==> src/rtl/ext_mem_defines.vh <==
// Constants for the external memory port: fields, reset values, timing
`ifndef EXT_MEM_DEFINES_VH
`define EXT_MEM_DEFINES_VH
// Interface configuration register fields
`define CFG_MUX_BIT 4
`define CFG_MODE_HI 3
`define CFG_MODE_LO 2
`define CFG_ALE_HI 1
`define CFG_ALE_LO 0
`define CFG_RESET 8'h03
// Interface timing register fields
`define TC_SETUP_HI 7
`define TC_SETUP_LO 6
`define TC_STROBE_HI 5
`define TC_STROBE_LO 2
`define TC_HOLD_HI 1
`define TC_HOLD_LO 0
`define TC_RESET 8'hFF
// Memory modes
`define MODE_INTERNAL 2'b00
`define MODE_SPLIT_NOBANK 2'b01
`define MODE_SPLIT_BANK 2'b10
`define MODE_EXTERNAL 2'b11
// Fixed overhead cycles of an off-chip move
`define MOVE_OVERHEAD 4'h4
// Internal RAM size in bytes (wrap boundary)
`define RAM_BYTES 16'h2000
`endif

==> src/rtl/phase_counter.v <==
// Down counter that times one phase of an off-chip access
`timescale 1ns/1ps
`default_nettype none
module phase_counter #(
   parameter WIDTH = 5
) (
   input wire mclk,
   input wire rst_b,
   input wire load,
   input wire [WIDTH-1:0] load_value,
   output wire done
);
   reg [WIDTH-1:0] count; // Cycles left in this phase

   // Load starts a phase; count runs to zero and stays there
   always @(posedge mclk or negedge rst_b) begin
      if (!rst_b) begin
         count <= {WIDTH{1'b0}};
      end else if (load) begin
         count <= load_value;
      end else if (count != {WIDTH{1'b0}}) begin
         count <= count - {{(WIDTH-1){1'b0}}, 1'b1};
      end
   end

   // Done is high in the last cycle of the phase
   assign done = (count == {WIDTH{1'b0}}) ||
                 (count == {{(WIDTH-1){1'b0}}, 1'b1});
endmodule // phase_counter
`default_nettype wire

==> src/rtl/external_memory_interface.v <==
// External data memory port: address routing and strobe sequencing
`timescale 1ns/1ps
`default_nettype none
`include "ext_mem_defines.vh"

module external_memory_interface #(
   parameter [15:0] RAM_SIZE = `RAM_BYTES
) (
   input wire mclk,
   input wire rst_b,
   // Configuration writes from the core
   input wire cfg_write,
   input wire [7:0] cfg_wdata,
   input wire page_write,
   input wire [7:0] page_wdata,
   input wire timing_write,
   input wire [7:0] timing_wdata,
   output reg [7:0] interface_config_reg,
   output reg [7:0] page_select_reg,
   output reg [7:0] interface_timing_reg,
   // Move request from the core
   input wire move_req,
   input wire move_write,
   input wire move_wide,
   input wire [15:0] data_pointer,
   input wire [7:0] index_value,
   input wire [7:0] move_wdata,
   output wire move_busy,
   output reg move_done,
   output reg [7:0] move_rdata,
   // On-chip RAM port
   output reg ram_en,
   output reg ram_we,
   output reg [15:0] ram_addr,
   output reg [7:0] ram_wdata,
   input wire [7:0] ram_rdata,
   // External pins
   output reg [15:0] addr_out,
   output reg addr_hi_oe,
   output reg addr_lo_oe,
   output reg [7:0] data_out,
   output reg data_oe,
   input wire [7:0] data_in,
   output reg ale,
   output reg rd_n,
   output reg wr_n
);
   // One-hot sequencer states
   localparam [7:0] S_IDLE = 8'h01;
   localparam [7:0] S_ALEH = 8'h02;
   localparam [7:0] S_ALEL = 8'h04;
   localparam [7:0] S_SETUP = 8'h08;
   localparam [7:0] S_STROBE = 8'h10;
   localparam [7:0] S_HOLD = 8'h20;
   localparam [7:0] S_TAIL = 8'h40;
   localparam [7:0] S_RAM = 8'h80;

   reg [7:0] state; // Sequencer state
   reg [7:0] next_state;
   reg [7:0] din_s1; // First sync stage of data pins
   reg [7:0] din_s2; // Second sync stage, read by logic
   reg [15:0] eff_addr; // Latched effective address
   reg hi_drive; // Drive upper address lines this access
   reg is_write; // Latched direction
   reg [7:0] wdata; // Latched write data
   reg load; // Start the next phase
   reg [4:0] load_value;
   wire phase_done;

   // Decoded fields
   wire mux_mode = ~interface_config_reg[`CFG_MUX_BIT];
   wire [1:0] memory_mode_field =
      interface_config_reg[`CFG_MODE_HI:`CFG_MODE_LO];
   wire [1:0] latch_width_field =
      interface_config_reg[`CFG_ALE_HI:`CFG_ALE_LO];
   wire [1:0] addr_setup_field =
      interface_timing_reg[`TC_SETUP_HI:`TC_SETUP_LO];
   wire [3:0] strobe_width_field =
      interface_timing_reg[`TC_STROBE_HI:`TC_STROBE_LO];
   wire [1:0] addr_hold_field =
      interface_timing_reg[`TC_HOLD_HI:`TC_HOLD_LO];

   // Request-time address and routing
   reg [15:0] req_addr;
   reg req_offchip;
   reg req_hi_drive;
   wire [15:0] ram_size16 = RAM_SIZE;

   // Phase length in cycles: a field code plus one
   function [4:0] widen;
      input [3:0] code;
      begin
         widen = {1'b0, code} + 5'h01;
      end
   endfunction

   // Resolve effective address and destination of a new move
   always @* begin
      req_addr = move_wide ? data_pointer
                           : {page_select_reg, index_value};
      req_offchip = 1'b0;
      req_hi_drive = 1'b1;
      case (memory_mode_field)
         `MODE_INTERNAL: req_offchip = 1'b0;
         `MODE_SPLIT_NOBANK: begin
            req_offchip = (req_addr >= ram_size16);
            req_hi_drive = move_wide;
         end
         `MODE_SPLIT_BANK: req_offchip = (req_addr >= ram_size16);
         `MODE_EXTERNAL: begin
            req_offchip = 1'b1;
            req_hi_drive = move_wide;
            if (!move_wide) begin
               req_addr = {8'h00, index_value};
            end
         end
         default: req_offchip = 1'b0;
      endcase
   end

   // Configuration registers; setup and hold reset to maximum
   always @(posedge mclk or negedge rst_b) begin
      if (!rst_b) begin
         interface_config_reg <= `CFG_RESET;
         page_select_reg <= 8'h00;
         interface_timing_reg <= `TC_RESET;
      end else begin
         if (cfg_write) interface_config_reg <= cfg_wdata;
         if (page_write) page_select_reg <= page_wdata;
         if (timing_write) interface_timing_reg <= timing_wdata;
      end
   end

   // Data pins come from outside, so two flops first
   always @(posedge mclk or negedge rst_b) begin
      if (!rst_b) begin
         din_s1 <= 8'h00;
         din_s2 <= 8'h00;
      end else begin
         din_s1 <= data_in;
         din_s2 <= din_s1;
      end
   end

   // Next state and phase loads; each phase lasts its count
   always @* begin
      next_state = state;
      load = 1'b0;
      load_value = 5'h00;
      case (state)
         S_IDLE: begin
            if (move_req) begin
               load = 1'b1;
               if (!req_offchip) begin
                  next_state = S_RAM;
                  load_value = 5'h01;
               end else if (mux_mode) begin
                  next_state = S_ALEH;
                  load_value = widen({2'b00, latch_width_field});
               end else begin
                  next_state = S_SETUP;
                  load_value = widen({2'b00, addr_setup_field});
               end
            end
         end
         S_ALEH: begin
            if (phase_done) begin
               next_state = S_ALEL;
               load = 1'b1;
               load_value = widen({2'b00, latch_width_field});
            end
         end
         S_ALEL: begin
            if (phase_done) begin
               next_state = S_SETUP;
               load = 1'b1;
               load_value = widen({2'b00, addr_setup_field});
            end
         end
         S_SETUP: begin
            // One setup cycle is part of the fixed overhead
            if (phase_done) begin
               next_state = S_STROBE;
               load = 1'b1;
               load_value = widen(strobe_width_field);
            end
         end
         S_STROBE: begin
            if (phase_done) begin
               next_state = S_HOLD;
               load = 1'b1;
               load_value = widen({2'b00, addr_hold_field});
            end
         end
         S_HOLD: begin
            if (phase_done) begin
               next_state = S_TAIL;
               load = 1'b1;
               load_value = 5'h02;
            end
         end
         S_TAIL: if (phase_done) next_state = S_IDLE;
         S_RAM: next_state = S_IDLE;
         default: next_state = S_IDLE;
      endcase
   end

   phase_counter #(.WIDTH(5)) u_phase (
      .mclk(mclk),
      .rst_b(rst_b),
      .load(load),
      .load_value(load_value),
      .done(phase_done)
   );

   assign move_busy = (state != S_IDLE);
   // Sequencer registers and pin drive
   always @(posedge mclk or negedge rst_b) begin
      if (!rst_b) begin
         state <= S_IDLE;
         eff_addr <= 16'h0000;
         hi_drive <= 1'b0;
         is_write <= 1'b0;
         wdata <= 8'h00;
         move_done <= 1'b0;
         move_rdata <= 8'h00;
         ram_en <= 1'b0;
         ram_we <= 1'b0;
         ram_addr <= 16'h0000;
         ram_wdata <= 8'h00;
         addr_out <= 16'h0000;
         addr_hi_oe <= 1'b0;
         addr_lo_oe <= 1'b0;
         data_out <= 8'h00;
         data_oe <= 1'b0;
         ale <= 1'b0;
         rd_n <= 1'b1;
         wr_n <= 1'b1;
      end else begin
         state <= next_state;
         move_done <= 1'b0;
         ram_en <= 1'b0;
         ram_we <= 1'b0;
         if (state == S_IDLE && move_req) begin
            eff_addr <= req_addr;
            hi_drive <= req_hi_drive;
            is_write <= move_write;
            wdata <= move_wdata;
            if (!req_offchip) begin
               // Wrap on RAM size: 0x2000, 0x4000 hit 0x0000
               ram_en <= 1'b1;
               ram_we <= move_write;
               ram_addr <= req_addr & (ram_size16 - 16'h0001);
               ram_wdata <= move_wdata;
            end
         end
         // On-chip read data is ready one cycle after the enable
         if (state == S_RAM) begin
            move_rdata <= ram_rdata;
            move_done <= 1'b1;
         end
         // Pin drive follows the next state
         case (next_state)
            // Address loads only on entry; core inputs may move later
            S_ALEH: if (state == S_IDLE) begin
               ale <= 1'b1;
               addr_out <= req_addr;
               addr_hi_oe <= req_hi_drive;
               addr_lo_oe <= 1'b0;
               data_out <= req_addr[7:0];
               data_oe <= 1'b1;
            end
            S_ALEL: begin
               ale <= 1'b0;
               data_oe <= 1'b0; // Release before data phase
            end
            S_SETUP: begin
               ale <= 1'b0;
               if (state == S_IDLE) begin
                  addr_out <= req_addr;
                  addr_hi_oe <= req_hi_drive;
                  addr_lo_oe <= 1'b1;
               end
               data_oe <= 1'b0;
            end
            S_STROBE: begin
               rd_n <= is_write;
               wr_n <= ~is_write;
               data_out <= wdata;
               data_oe <= is_write;
            end
            S_HOLD: begin
               rd_n <= 1'b1;
               wr_n <= 1'b1;
               if (state == S_STROBE && !is_write) begin
                  move_rdata <= din_s2;
               end
            end
            S_IDLE: begin
               if (state == S_TAIL) begin
                  move_done <= 1'b1;
                  addr_hi_oe <= 1'b0;
                  addr_lo_oe <= 1'b0;
                  data_oe <= 1'b0;
               end
            end
            default: ale <= ale;
         endcase
      end
   end
endmodule // external_memory_interface
`default_nettype wire

==> config.mk <==
export PLATFORM = sky130hd
export DESIGN_NAME = external_memory_interface
export DESIGN_NICKNAME = d
export VERILOG_FILES = /design/src/rtl/phase_counter.v /design/src/rtl/external_memory_interface.v
export VERILOG_INCLUDE_DIRS = /design/src /design/src/rtl
export SDC_FILE = /design/constraint.sdc
export NUM_CORES = 1
export LEC_CHECK = 0
export ABC_AREA = 1
export ABC_CLOCK_PERIOD_IN_PS = 2700
export BUFFER_PORTS_ARGS = -buffer_cell sky130_fd_sc_hd__buf_2
export CAP_MARGIN = 20
export CORE_MARGIN = 2
export CORE_UTILIZATION = 48
export CTS_BUF_LIST = sky130_fd_sc_hd__clkbuf_4
export CTS_CLUSTER_SIZE = 25
export DETAILED_ROUTE_END_ITERATION = 8
export PLACE_DENSITY = 0.77
export RECOVER_POWER = 25
export SYNTH_ARGS = -nofsm -noshare
export SYNTH_HDL_FRONTEND = slang
export SYNTH_HIERARCHICAL = 1
export SYNTH_SLANG_ARGS = --single-unit
==> constraint.sdc <==
create_clock -name mclk -period 2.7 [get_ports mclk]
set_clock_uncertainty 0.1 [all_clocks]
set_input_delay 0.405 -clock mclk [delete_from_list [all_inputs] [get_ports mclk]]
set_output_delay 0.405 -clock mclk [all_outputs]
set_load 0.01 [all_outputs]
# After elaboration in Yosys (flattened, before gate mapping)
# Index checks and enable logic that the tools add are counted.
# classes
reduce_logical,26
n_eq_ne,23
n_addsub,5
order_cmp,1
n_bitwise,2
muxes,51
# op_table
operator,count
$mux W8,12
$pmux W8 S7,1
$mux W16,3
$pmux W5 S6,1
$mux W3,6
$eq A8 B1 Y1 const B,2
$eq A8 B2 Y1 const B,2
$eq A8 B3 Y1 const B,2
$eq A8 B4 Y1 const B,2
$eq A8 B5 Y1 const B,2
$eq A8 B6 Y1 const B,2
$ge A16 B14 Y1 const B,1
$pmux W8 S2,1
$mux W5,3
$mux W1,14
$pmux W1 S2,5
$reduce_bool A2 Y1,5
$add A2 B1 Y3 const B,3
$eq A8 B7 Y1 const B,1
$eq A8 B8 Y1 const B,1
$ne A8 B1 Y1 const B,1
$reduce_and A2 Y1,4
$reduce_or A2 Y1,4
$ne A2 B2 Y1 const B,3
other kinds (22),27
# totals
word_cells,131
reg_bits,124
in_bits,80
output_inout_bits,90

# Depth between registers and ports, before layout
# Gate-level depths: netlist of the first run.
# depth
ltp_word,10
ltp_mapped,15
mapped_depth_nobuf,14

# Modules after synthesis
# The synthesis of the first run kept the hierarchy.
# modules_own_cells
module,seq_area_each_um2,area_each_um2,n_inst,cells_each
external_memory_interface,2994.1,5227.5,1,590
phase_counter,125.1,306.5,1,43

# Worst setup path after synthesis of the first run
# Ideal clock, no wire load.
# synth_path
path_type,flip-flop to flip-flop
from,register u_phase.count[0]
to,register u_phase.count[3]
t_required_ps,2485
synth_period_minus_slack_ps,2729
t_arrival_ps,2514
path_stages_with_launch,11
path_buffers,0
setup_time_ps,115
path_slack_ps,-29
cell_sequence,dfrtp_1 inv_1 ha_1 nor2_1 nor4_1 clkinv_1 o21ai_0 inv_2 or2_0 nand2_1 nor2_1
# synth_via
elab_chain_cells,5
word_cells_on_any_way,12
cone_classes,1 x add/sub; 1 x eq/ne; 6 x mux; 4 x reduce/logical
# synth_lines
element,line,text
from (decl),phase_counter.v:13,reg [WIDTH-1:0] count;
from (signal assigned),phase_counter.v:18,count <= {WIDTH{1'b0}};
from (signal assigned),phase_counter.v:20,count <= load_value;
from (signal assigned),phase_counter.v:22,"count <= count - {{(WIDTH-1){1'b0}}, 1'b1};"
$eq A5 B1 Y1 / $logic_not A5 Y1 (equally long branches),"phase_counter.v:28, phase_counter.v:27",
$logic_or A1 B1 Y1 (*),phase_counter.v:27,assign done = (count == {WIDTH{1'b0}}) ||
net phase_done,external_memory_interface.v:68,wire phase_done;
$mux W1 (*),--,
$pmux W1 S2 (*),external_memory_interface.v:150,case (state)
net load,external_memory_interface.v:66,reg load;
$mux W5 / $reduce_bool A2 Y1 (equally long branches),--,
# The timed path passes the listed nets; every way through them passes the cells marked *. The select of a mux whose other input is x is not followed.
# A chain may end at the register's enable or synchronous reset.

# Worst setup path in the final report of the first run
# layout_path
from,register u_phase.count[0]
to,register data_out[1]
# layout_via
elab_chain_cells,7
word_cells_on_any_way,16
cone_classes,4 x eq/ne; 8 x mux; 4 x reduce/logical
# layout_lines
element,line,text
$eq A5 B1 Y1 / $logic_not A5 Y1 (equally long branches),"phase_counter.v:28, phase_counter.v:27",
$logic_or A1 B1 Y1 (*),phase_counter.v:27,
net phase_done,external_memory_interface.v:68,
"$mux W8, or another cell as far along",external_memory_interface.v:202,S_TAIL: if (phase_done) next_state = S_IDLE;
$pmux W8 S7 (*),external_memory_interface.v:150,
$eq A8 B2 Y1 / $eq A8 B5 Y1 (equally long branches),external_memory_interface.v:263,case (next_state)
$ne A2 B2 Y1 (no line) / $reduce_bool A2 Y1 (equally long branches),--,
$reduce_and A2 Y1 (no line),--,
to (signal assigned),external_memory_interface.v:270,data_out <= req_addr[7:0];
to (signal assigned),external_memory_interface.v:289,data_out <= wdata;
to (decl),external_memory_interface.v:41,"output reg [7:0] data_out,"
# The timed path passes the listed nets; every way through them passes the cells marked *.

==> impl_metrics.prom, run 1 <==
# TYPE chip_impl_metric gauge
chip_impl_metric{name="cts_max_path_buffers",unit=""} 2
chip_impl_metric{name="antennaDiodeCount",unit=""} 0
chip_impl_metric{name="ys.warnings.count",unit=""} 6
chip_impl_metric{name="synthesis.instances",unit=""} 633
chip_impl_metric{name="antenna_left",unit=""} 0
chip_impl_metric{name="final.period_utilization",unit=""} 0.881
chip_impl_metric{name="p_clk_frac",unit=""} 0.200
chip_impl_metric{name="final_nets",unit=""} 941
chip_impl_metric{name="critPathRequiredTime",unit="ns"} 3.07
chip_impl_info{name="synth_top_family_by_area",value="simple AND/OR/NAND/NOR gates"} 1
chip_impl_metric{name="vias",unit=""} 5077
chip_impl_metric{name="post_synth_num_cell_types",unit=""} 38
chip_impl_metric{name="total_wire_length",unit="mm"} 15.2
chip_impl_metric{name="drt_pre_antenna_iters",unit=""} 5
chip_impl_metric{name="worst_ep_arrival_time",unit="ns"} 2.74
chip_impl_metric{name="synth_compound_area_frac",unit=""} 0.0796
chip_impl_metric{name="tightest_slew",unit="ns"} 1.14
chip_impl_metric{name="synthAdderAreaFrac",unit=""} 0.0203
chip_impl_metric{name="grt_pass1_wl",unit="mm"} 24.9
chip_impl_metric{name="timing_max_transition_violations_final",unit=""} 0
chip_impl_metric{name="globalRoute.totalOverflow",unit=""} 0
chip_impl_metric{name="tritoncts_num_sinks",unit=""} 124
chip_impl_metric{name="core_area",unit="µm²"} 11300
chip_impl_metric{name="cts.htree.levels",unit=""} 4
chip_impl_metric{name="p_comb_frac",unit=""} 0.367
chip_impl_metric{name="synth.area.mux_share",unit=""} 0.0265
chip_impl_metric{name="power_per_standard_cell_area",unit="nW/µm²"} 895
chip_impl_metric{name="start_util",unit=""} 0.489
chip_impl_metric{name="postLayoutSetupSlackWorst",unit="ns"} 0.321
chip_impl_metric{name="avgSynthCellArea",unit="µm²"} 8.74
chip_impl_metric{name="power.switching_fraction",unit=""} 0.379
chip_impl_metric{name="synth_seq_cells",unit=""} 124
chip_impl_metric{name="wl_per_cell",unit="µm"} 15.1
chip_impl_info{name="final_common_cell",value="nand2_1"} 1
chip_impl_info{name="tritoncts",value="yes"} 1
chip_impl_metric{name="dp_slack",unit="ns"} 0.0552
chip_impl_metric{name="grt_start_max_net_pins",unit=""} 44
chip_impl_metric{name="cell_area_after_synthesis",unit="µm²"} 5530
chip_impl_metric{name="async_flop_share",unit=""} 1.00
chip_impl_metric{name="gp_congestion",unit=""} 0.834
chip_impl_info{name="status",value="completed"} 1
chip_impl_info{name="root_buffer",value="clkbuf_4"} 1
chip_impl_metric{name="grt_usage",unit=""} 0.253
chip_impl_metric{name="synth_edf_count",unit=""} 0
chip_impl_metric{name="buffer_ports.inserted",unit=""} 166
chip_impl_metric{name="power_leakage",unit="nW"} 3.84
chip_impl_metric{name="die_w",unit="µm"} 111
chip_impl_info{name="largest_register",value="addr_out"} 1
chip_impl_metric{name="dp_hpwl",unit="mm"} 10.9
chip_impl_metric{name="p_int",unit="mW"} 4.02
chip_impl_metric{name="timing.fmax",unit="MHz"} 420
chip_impl_metric{name="number_of_post_cts_setup_repair_buffers",unit=""} 0
chip_impl_metric{name="floorplan.die_area",unit="µm²"} 12400
chip_impl_metric{name="numCtsBuffers",unit=""} 17
chip_impl_metric{name="largest_reg_flops",unit=""} 16
chip_impl_metric{name="timing.critical_path.fanout_max",unit=""} 8
chip_impl_info{name="layout.cells.most_common_list",value="214 x nand2_1, 165 x buf_2, 111 x dfrtp_1"} 1
chip_impl_metric{name="timing.setup.tns",unit="ns"} 0
chip_impl_metric{name="final_period_minus_worst_setup_slack",unit="ns"} 2.38
chip_impl_metric{name="core.rowCount",unit=""} 39
chip_impl_metric{name="grt_antenna_before_repair",unit=""} 0
chip_impl_metric{name="synth_xor_area_frac",unit=""} 0.00317
chip_impl_info{name="largest_registers",value="addr_out (16), ram_addr (13)"} 1
chip_impl_info{name="worstSetupPathType",value="reg -> reg"} 1
chip_impl_metric{name="die_y",unit="µm"} 111
chip_impl_metric{name="boundaryPins",unit=""} 170
chip_impl_info{name="dominantRegCellSynth",value="dfrtp_1"} 1
chip_impl_metric{name="drt_via_density",unit=""} 5.05
chip_impl_metric{name="cts.reportedPaths.clkPinSlew",unit="ns"} 0.10
chip_impl_metric{name="yosysSeqAreaShare",unit=""} 0.564
chip_impl_metric{name="finalSetupViolCount",unit=""} 0
chip_impl_info{name="crit_path_end_kind",value="flip-flop"} 1
chip_impl_metric{name="netSwitchingPower",unit="mW"} 2.45
chip_impl_info{name="hold_path_class",value="in -> reg"} 1
chip_impl_metric{name="post_route_cells_drive_above_1_share",unit=""} 0.287
chip_impl_metric{name="detail_route.iter0.violations",unit=""} 386
chip_impl_metric{name="maxSlewHeadroom",unit=""} 0.239
chip_impl_info{name="critPathLaunchType",value="flip-flop"} 1
chip_impl_metric{name="yosys.area_share.simple",unit=""} 0.243
chip_impl_metric{name="syn2layout_area_growth",unit="%"} 30.6
chip_impl_metric{name="worst_skew_pair.late_latency",unit="ns"} 0.52
chip_impl_metric{name="vdd_drop_max",unit="mV"} 0.529
chip_impl_info{name="rsz0062_at_grt",value="no"} 1
chip_impl_metric{name="pwr-share-seq",unit=""} 0.433
chip_impl_metric{name="number_of_global_route_vias_before_repair",unit=""} 5236
chip_impl_metric{name="drt_drc_violations_left",unit=""} 0
chip_impl_metric{name="hold_violations",unit=""} 0
chip_impl_metric{name="max_cap_viol_count",unit=""} 0
[kinds of logic (layout without fill, tap and decap cells)]
kind of cell,Yosys count,count (layout)
AOI/OAI and AO/OA,77,77
xor gates and xnor gates,2,2
adders and majority gates,9,9
buffers and inverters,81,308
DFF,124,124
muxes,13,13
other,1,3
and+or+nand+nor,326,326
[cell usage after synthesis (all sizes together) (2+ instances only)]
cell type / n / area, µm²
nand3: 25 / 125
nor3: 6 / 30.0
clkbuf: 7 / 26.3
inv: 58 / 220
ha: 9 / 113
nand2: 217 / 827
or2: 2 / 12.5
nor2: 62 / 263
o211ai: 8 / 60.1
o21ai: 42 / 210
dfrtp: 111 / 2780
a21oi: 6 / 30.0
a31oi: 16 / 100
dfstp: 13 / 342
buf: 15 / 97.6
nand4: 12 / 75.1
mux2: 13 / 146
[metrics by stage]
step           hold WS, ns  cell area (µm²)  utilization  instances  total power, mW
3_3_place_gp         0.236             6550        0.578        934             5.05
3_5_place_dp         0.235             6550        0.578        934             5.14
4_1_cts            0.00679             7230        0.639       1005             6.48
6_report            0.0556             7230        0.638       1005             6.46
2_1_floorplan      0.00941             5540            -        635             4.15
5_1_grt             0.0185             7230        0.638       1005             6.91
[what timing repair did]
action | CTS | global route
hold endpoints to repair | 79 | 0
hold buffers | 42 | 0
gates resized for setup | 0 | 3
endpoints found under the setup margin | 0 | 40
[metal layers]
layer  wire length, µm  GRT usage  share of wire  up-vias
met1              6160      0.301           0.41     2414
met5                 0          0              0        -
li1                  -          -              -     2468
met3              1140     0.0773          0.075       21
met4               235     0.0930          0.015        0
met2              7640      0.435           0.50      174
[cell type report]
| type | instances | area [µm²] |
|---|---|---|
| Fill cell | 964 | 4090 |
| Multi-Input combinational cell | 430 | 2080 |
| Clock inverter | 10 | 126 |
| Tap cell | 143 | 179 |
| Clock buffer | 19 | 143 |
| Inverter | 59 | 224 |
| Timing Repair Buffer | 220 | 1350 |
| Sequential cell | 124 | 3120 |
[power by group through the flow]
stage	registers [mW]	clock network, mW	logic [mW]
finish	2.80	1.29	2.38
floorplan	3.01	0	1.14
global placement	2.79	0	2.26
detailed placement	2.81	0	2.33
global route	2.87	1.40	2.64
CTS	2.79	1.32	2.38
[path summary, 6_finish.rpt]
kind / startpoint / to / slack (ns) / depth (start not counted)
worst max register to register: u_phase/count[0] / data_out[1] / 0.32 / 11
worst min register to register: din_s1[6] / din_s2[6] / 0.26 / 0
max in group asynchronous: rst_b / state[4] / 0.64 / 3
worst max-delay path: u_phase/count[0] / data_out[1] / 0.32 / 11
worst min-delay path: index_value[5] / ram_addr[5] / 0.06 / 3
min in group asynchronous: rst_b / u_phase/count[3] / 0.53 / 2
[critical path, stage by stage, from the launching register on]
cell and delay (ns):
dfrtp_1 0.42, inv_1 0.13, ha_1 0.21, nor2_1 0.06
nor4_2 0.22, buf_4 0.21, nand3_1 0.22, nand2_2 0.17
inv_1 0.10, nand2_1 0.26, o211ai_1 0.15, nand2_1 0.09
Note: power is estimated with default switching activity, not from simulation.
==> run 2, diff against run 1 <==
CORE_ASPECT_RATIO = 1.2   (was not set)
==> run 2 against run 1 <==
First-iteration DRC count is 27% lower. The flow now finishes with violations (DRC). Critical endpoint is now data_out[7]. Combinational power about the same. Worst hold slack improved by 0.017 ns. Sequential cell count is the same. Die area about the same. Largest power group unchanged.
==> impl_metrics.prom, run 2 (same netlist as run 1, synthesis figures left out) <==
# TYPE chip_impl_metric gauge
chip_impl_metric{name="antenna_left",unit=""} 0
chip_impl_metric{name="grt_pass1_wl",unit="mm"} 24.2
chip_impl_metric{name="boundaryPins",unit=""} 170
chip_impl_metric{name="tritoncts_num_sinks",unit=""} 124
chip_impl_metric{name="die_y",unit="µm"} 122
chip_impl_metric{name="cts.htree.levels",unit=""} 4
chip_impl_metric{name="layout.cell_area.non_filler",unit="µm²"} 7290
chip_impl_metric{name="final_nets",unit=""} 942
chip_impl_info{name="hold_end",value="ram_addr[3]"} 1
chip_impl_metric{name="tightest_slew",unit="ns"} 1.23
chip_impl_metric{name="numCtsBuffers",unit=""} 17
chip_impl_metric{name="start_util",unit=""} 0.497
chip_impl_metric{name="worst_ep_arrival_time",unit="ns"} 2.79
chip_impl_info{name="hold_path_class",value="in -> reg"} 1
chip_impl_metric{name="reg2regPathDepth",unit=""} 11
chip_impl_metric{name="max_cap_viol_count",unit=""} 0
chip_impl_metric{name="final_cells",unit=""} 1019
chip_impl_metric{name="finalSetupViolCount",unit=""} 0
chip_impl_metric{name="wl_per_cell",unit="µm"} 14.6
chip_impl_info{name="largest_register",value="addr_out"} 1
chip_impl_metric{name="core.rowCount",unit=""} 42
chip_impl_metric{name="worst_skew_pair.late_latency",unit="ns"} 0.51
chip_impl_info{name="hp-start",value="index_value[3]"} 1
chip_impl_metric{name="vdd_drop_max",unit="mV"} 0.453
chip_impl_metric{name="power_leakage",unit="nW"} 3.87
chip_impl_metric{name="dp_cells",unit=""} 946
chip_impl_metric{name="grt_antenna_before_repair",unit=""} 0
chip_impl_metric{name="power_per_standard_cell_area",unit="nW/µm²"} 905
chip_impl_info{name="critical_path.cell_chain",value="inv_1, ha_1, nor2_1, nor4_2, buf_4, nand3_1, nand2_2, inv_1, nand2_1, o211ai_1, nand2_1"} 1
chip_impl_metric{name="setup.reg_to_reg.worst_slack",unit="ns"} 0.26
chip_impl_metric{name="core_area",unit="µm²"} 11100
chip_impl_metric{name="globalRoute.totalOverflow",unit=""} 0
chip_impl_info{name="slowest_stage",value="dfrtp_1"} 1
chip_impl_metric{name="largest_reg_flops",unit=""} 16
chip_impl_metric{name="grt_usage",unit=""} 0.252
chip_impl_metric{name="total_wire_length",unit="mm"} 14.9
chip_impl_metric{name="dp_hpwl",unit="mm"} 11.0
chip_impl_info{name="violations",value="DRC"} 1
chip_impl_metric{name="hold_violations",unit=""} 0
chip_impl_info{name="layout.cells.most_common_list",value="214 x nand2_1, 165 x buf_2, 111 x dfrtp_1"} 1
chip_impl_metric{name="grt_start_max_net_pins",unit=""} 51
chip_impl_metric{name="final.period_utilization",unit=""} 0.903
chip_impl_info{name="critical-path-top-delay-family",value="simple AND/OR/NAND/NOR gates"} 1
chip_impl_metric{name="critical-path-max-stage-delay",unit="ns"} 0.41
chip_impl_metric{name="gp_congestion",unit=""} 0.871
chip_impl_metric{name="drt_via_density",unit=""} 4.98
chip_impl_metric{name="buffer_ports.inserted",unit=""} 166
chip_impl_metric{name="antennaDiodeCount",unit=""} 0
chip_impl_metric{name="critical_path.n_buffers_inverters",unit=""} 3
chip_impl_metric{name="vias",unit=""} 5070
chip_impl_metric{name="die_w",unit="µm"} 102
chip_impl_info{name="crit-reg2reg-capture",value="data_out[7]"} 1
chip_impl_metric{name="timing.fmax",unit="MHz"} 410
chip_impl_metric{name="number_of_global_route_vias_before_repair",unit=""} 5181
chip_impl_info{name="rsz0062_at_grt",value="no"} 1
chip_impl_metric{name="placed_cell_area",unit="µm²"} 6550
chip_impl_metric{name="cts_max_path_buffers",unit=""} 2
chip_impl_metric{name="maxSlewHeadroom",unit=""} 0.179
chip_impl_info{name="critPathLaunchType",value="flip-flop"} 1
chip_impl_metric{name="postLayoutSetupSlackWorst",unit="ns"} 0.261
chip_impl_metric{name="timing_max_transition_violations_final",unit=""} 0
chip_impl_metric{name="drt_drc_violations_left",unit=""} 3
chip_impl_metric{name="timing.critical_path.fanout_max",unit=""} 8
chip_impl_info{name="regToRegStartpoint",value="u_phase/count[0]"} 1
chip_impl_info{name="worstSetupPathType",value="reg -> reg"} 1
chip_impl_info{name="final_common_cell",value="nand2_1"} 1
chip_impl_info{name="status",value="complete, but fails checks"} 1
chip_impl_metric{name="floorplan.die_area",unit="µm²"} 12400
chip_impl_info{name="largest_registers",value="addr_out (16), ram_addr (13)"} 1
chip_impl_info{name="tritoncts",value="yes"} 1
chip_impl_metric{name="drt_pre_antenna_iters",unit=""} 9
chip_impl_metric{name="detail_route.iter0.violations",unit=""} 281
chip_impl_metric{name="final_period_minus_worst_setup_slack",unit="ns"} 2.44
chip_impl_metric{name="syn2layout_area_growth",unit="%"} 31.7
chip_impl_metric{name="finalPower",unit="mW"} 6.59
chip_impl_metric{name="critPathRequiredTime",unit="ns"} 3.05
chip_impl_info{name="crit_path_end_kind",value="flip-flop"} 1
chip_impl_metric{name="cts.reportedPaths.clkPinSlew",unit="ns"} 0.10
chip_impl_metric{name="post_route_cells_drive_above_1_share",unit=""} 0.289
chip_impl_metric{name="hold_path_depth",unit=""} 3
chip_impl_info{name="root_buffer",value="clkbuf_4"} 1
chip_impl_metric{name="dp_slack",unit="ns"} 0.169
## run 2: area by class of cell
| cell class | count | area (µm²) |
|---|---|---|
| clock buffer | 22 | 165 |
| clock inverter | 9 | 145 |
| sequential | 124 | 3120 |
| timing repair buffer | 221 | 1360 |
| tap | 154 | 193 |
| fill | 964 | 3850 |
| multi-input combinational | 430 | 2080 |
| inverter | 59 | 224 |
## run 2: report_power, final
part | internal [mW] | switching, mW
registers | 2.47 | 0.327
logic | 0.922 | 1.45
clock network | 0.774 | 0.651
## run 2: layer usage
layer,up-vias,part of all wire,track usage
met5,-,0,0
met4,0,0.021,0.0892
met3,26,0.076,0.0803
met2,181,0.51,0.429
met1,2390,0.40,0.299
li1,2473,-,-
## run 2: stage by stage
| stage | setup TNS (ns) | hold WS [ns] | utilization |
|---|---|---|---|
| finish | 0 | 0.0725 | 0.654 |
| detailed placement | 0 | 0.210 | 0.588 |
| global route | 0 | 0.0369 | 0.654 |
| global placement | 0 | 0.204 | 0.588 |
| floorplan | -0.0475 | 0.00941 | - |
| CTS | 0 | 0.0137 | 0.654 |
## run 2: worst max path at each step
stage                      from  cells past startpoint           end  slack (ns)
6_report       u_phase/count[0]                     11   data_out[7]        0.26
5_1_grt        u_phase/count[0]                     11   data_out[0]        0.06
4_1_cts        u_phase/count[0]                     13  addr_out[14]        0.13
3_5_place_dp   u_phase/count[0]                     13  addr_out[14]        0.17
3_3_place_gp   u_phase/count[0]                     13  addr_out[11]        0.28
2_1_floorplan  u_phase/count[0]                     12   data_out[0]      -0.006
## run 2: what timing repair did
action	CTS	global route
gates resized for setup	0	2
buffers inserted	0	0
endpoints found under the setup margin	0	30
hold buffers	42	0
hold endpoints to repair	114	0
## run 2: worst register-to-register path, cell delays in order (launching register included)
cell and delay [ns]:
dfrtp_1 0.41, inv_1 0.12, ha_1 0.21, nor2_1 0.07
nor4_2 0.23, buf_4 0.20, nand3_1 0.26, nand2_2 0.18
inv_1 0.10, nand2_1 0.25, o211ai_1 0.15, nand2_1 0.09
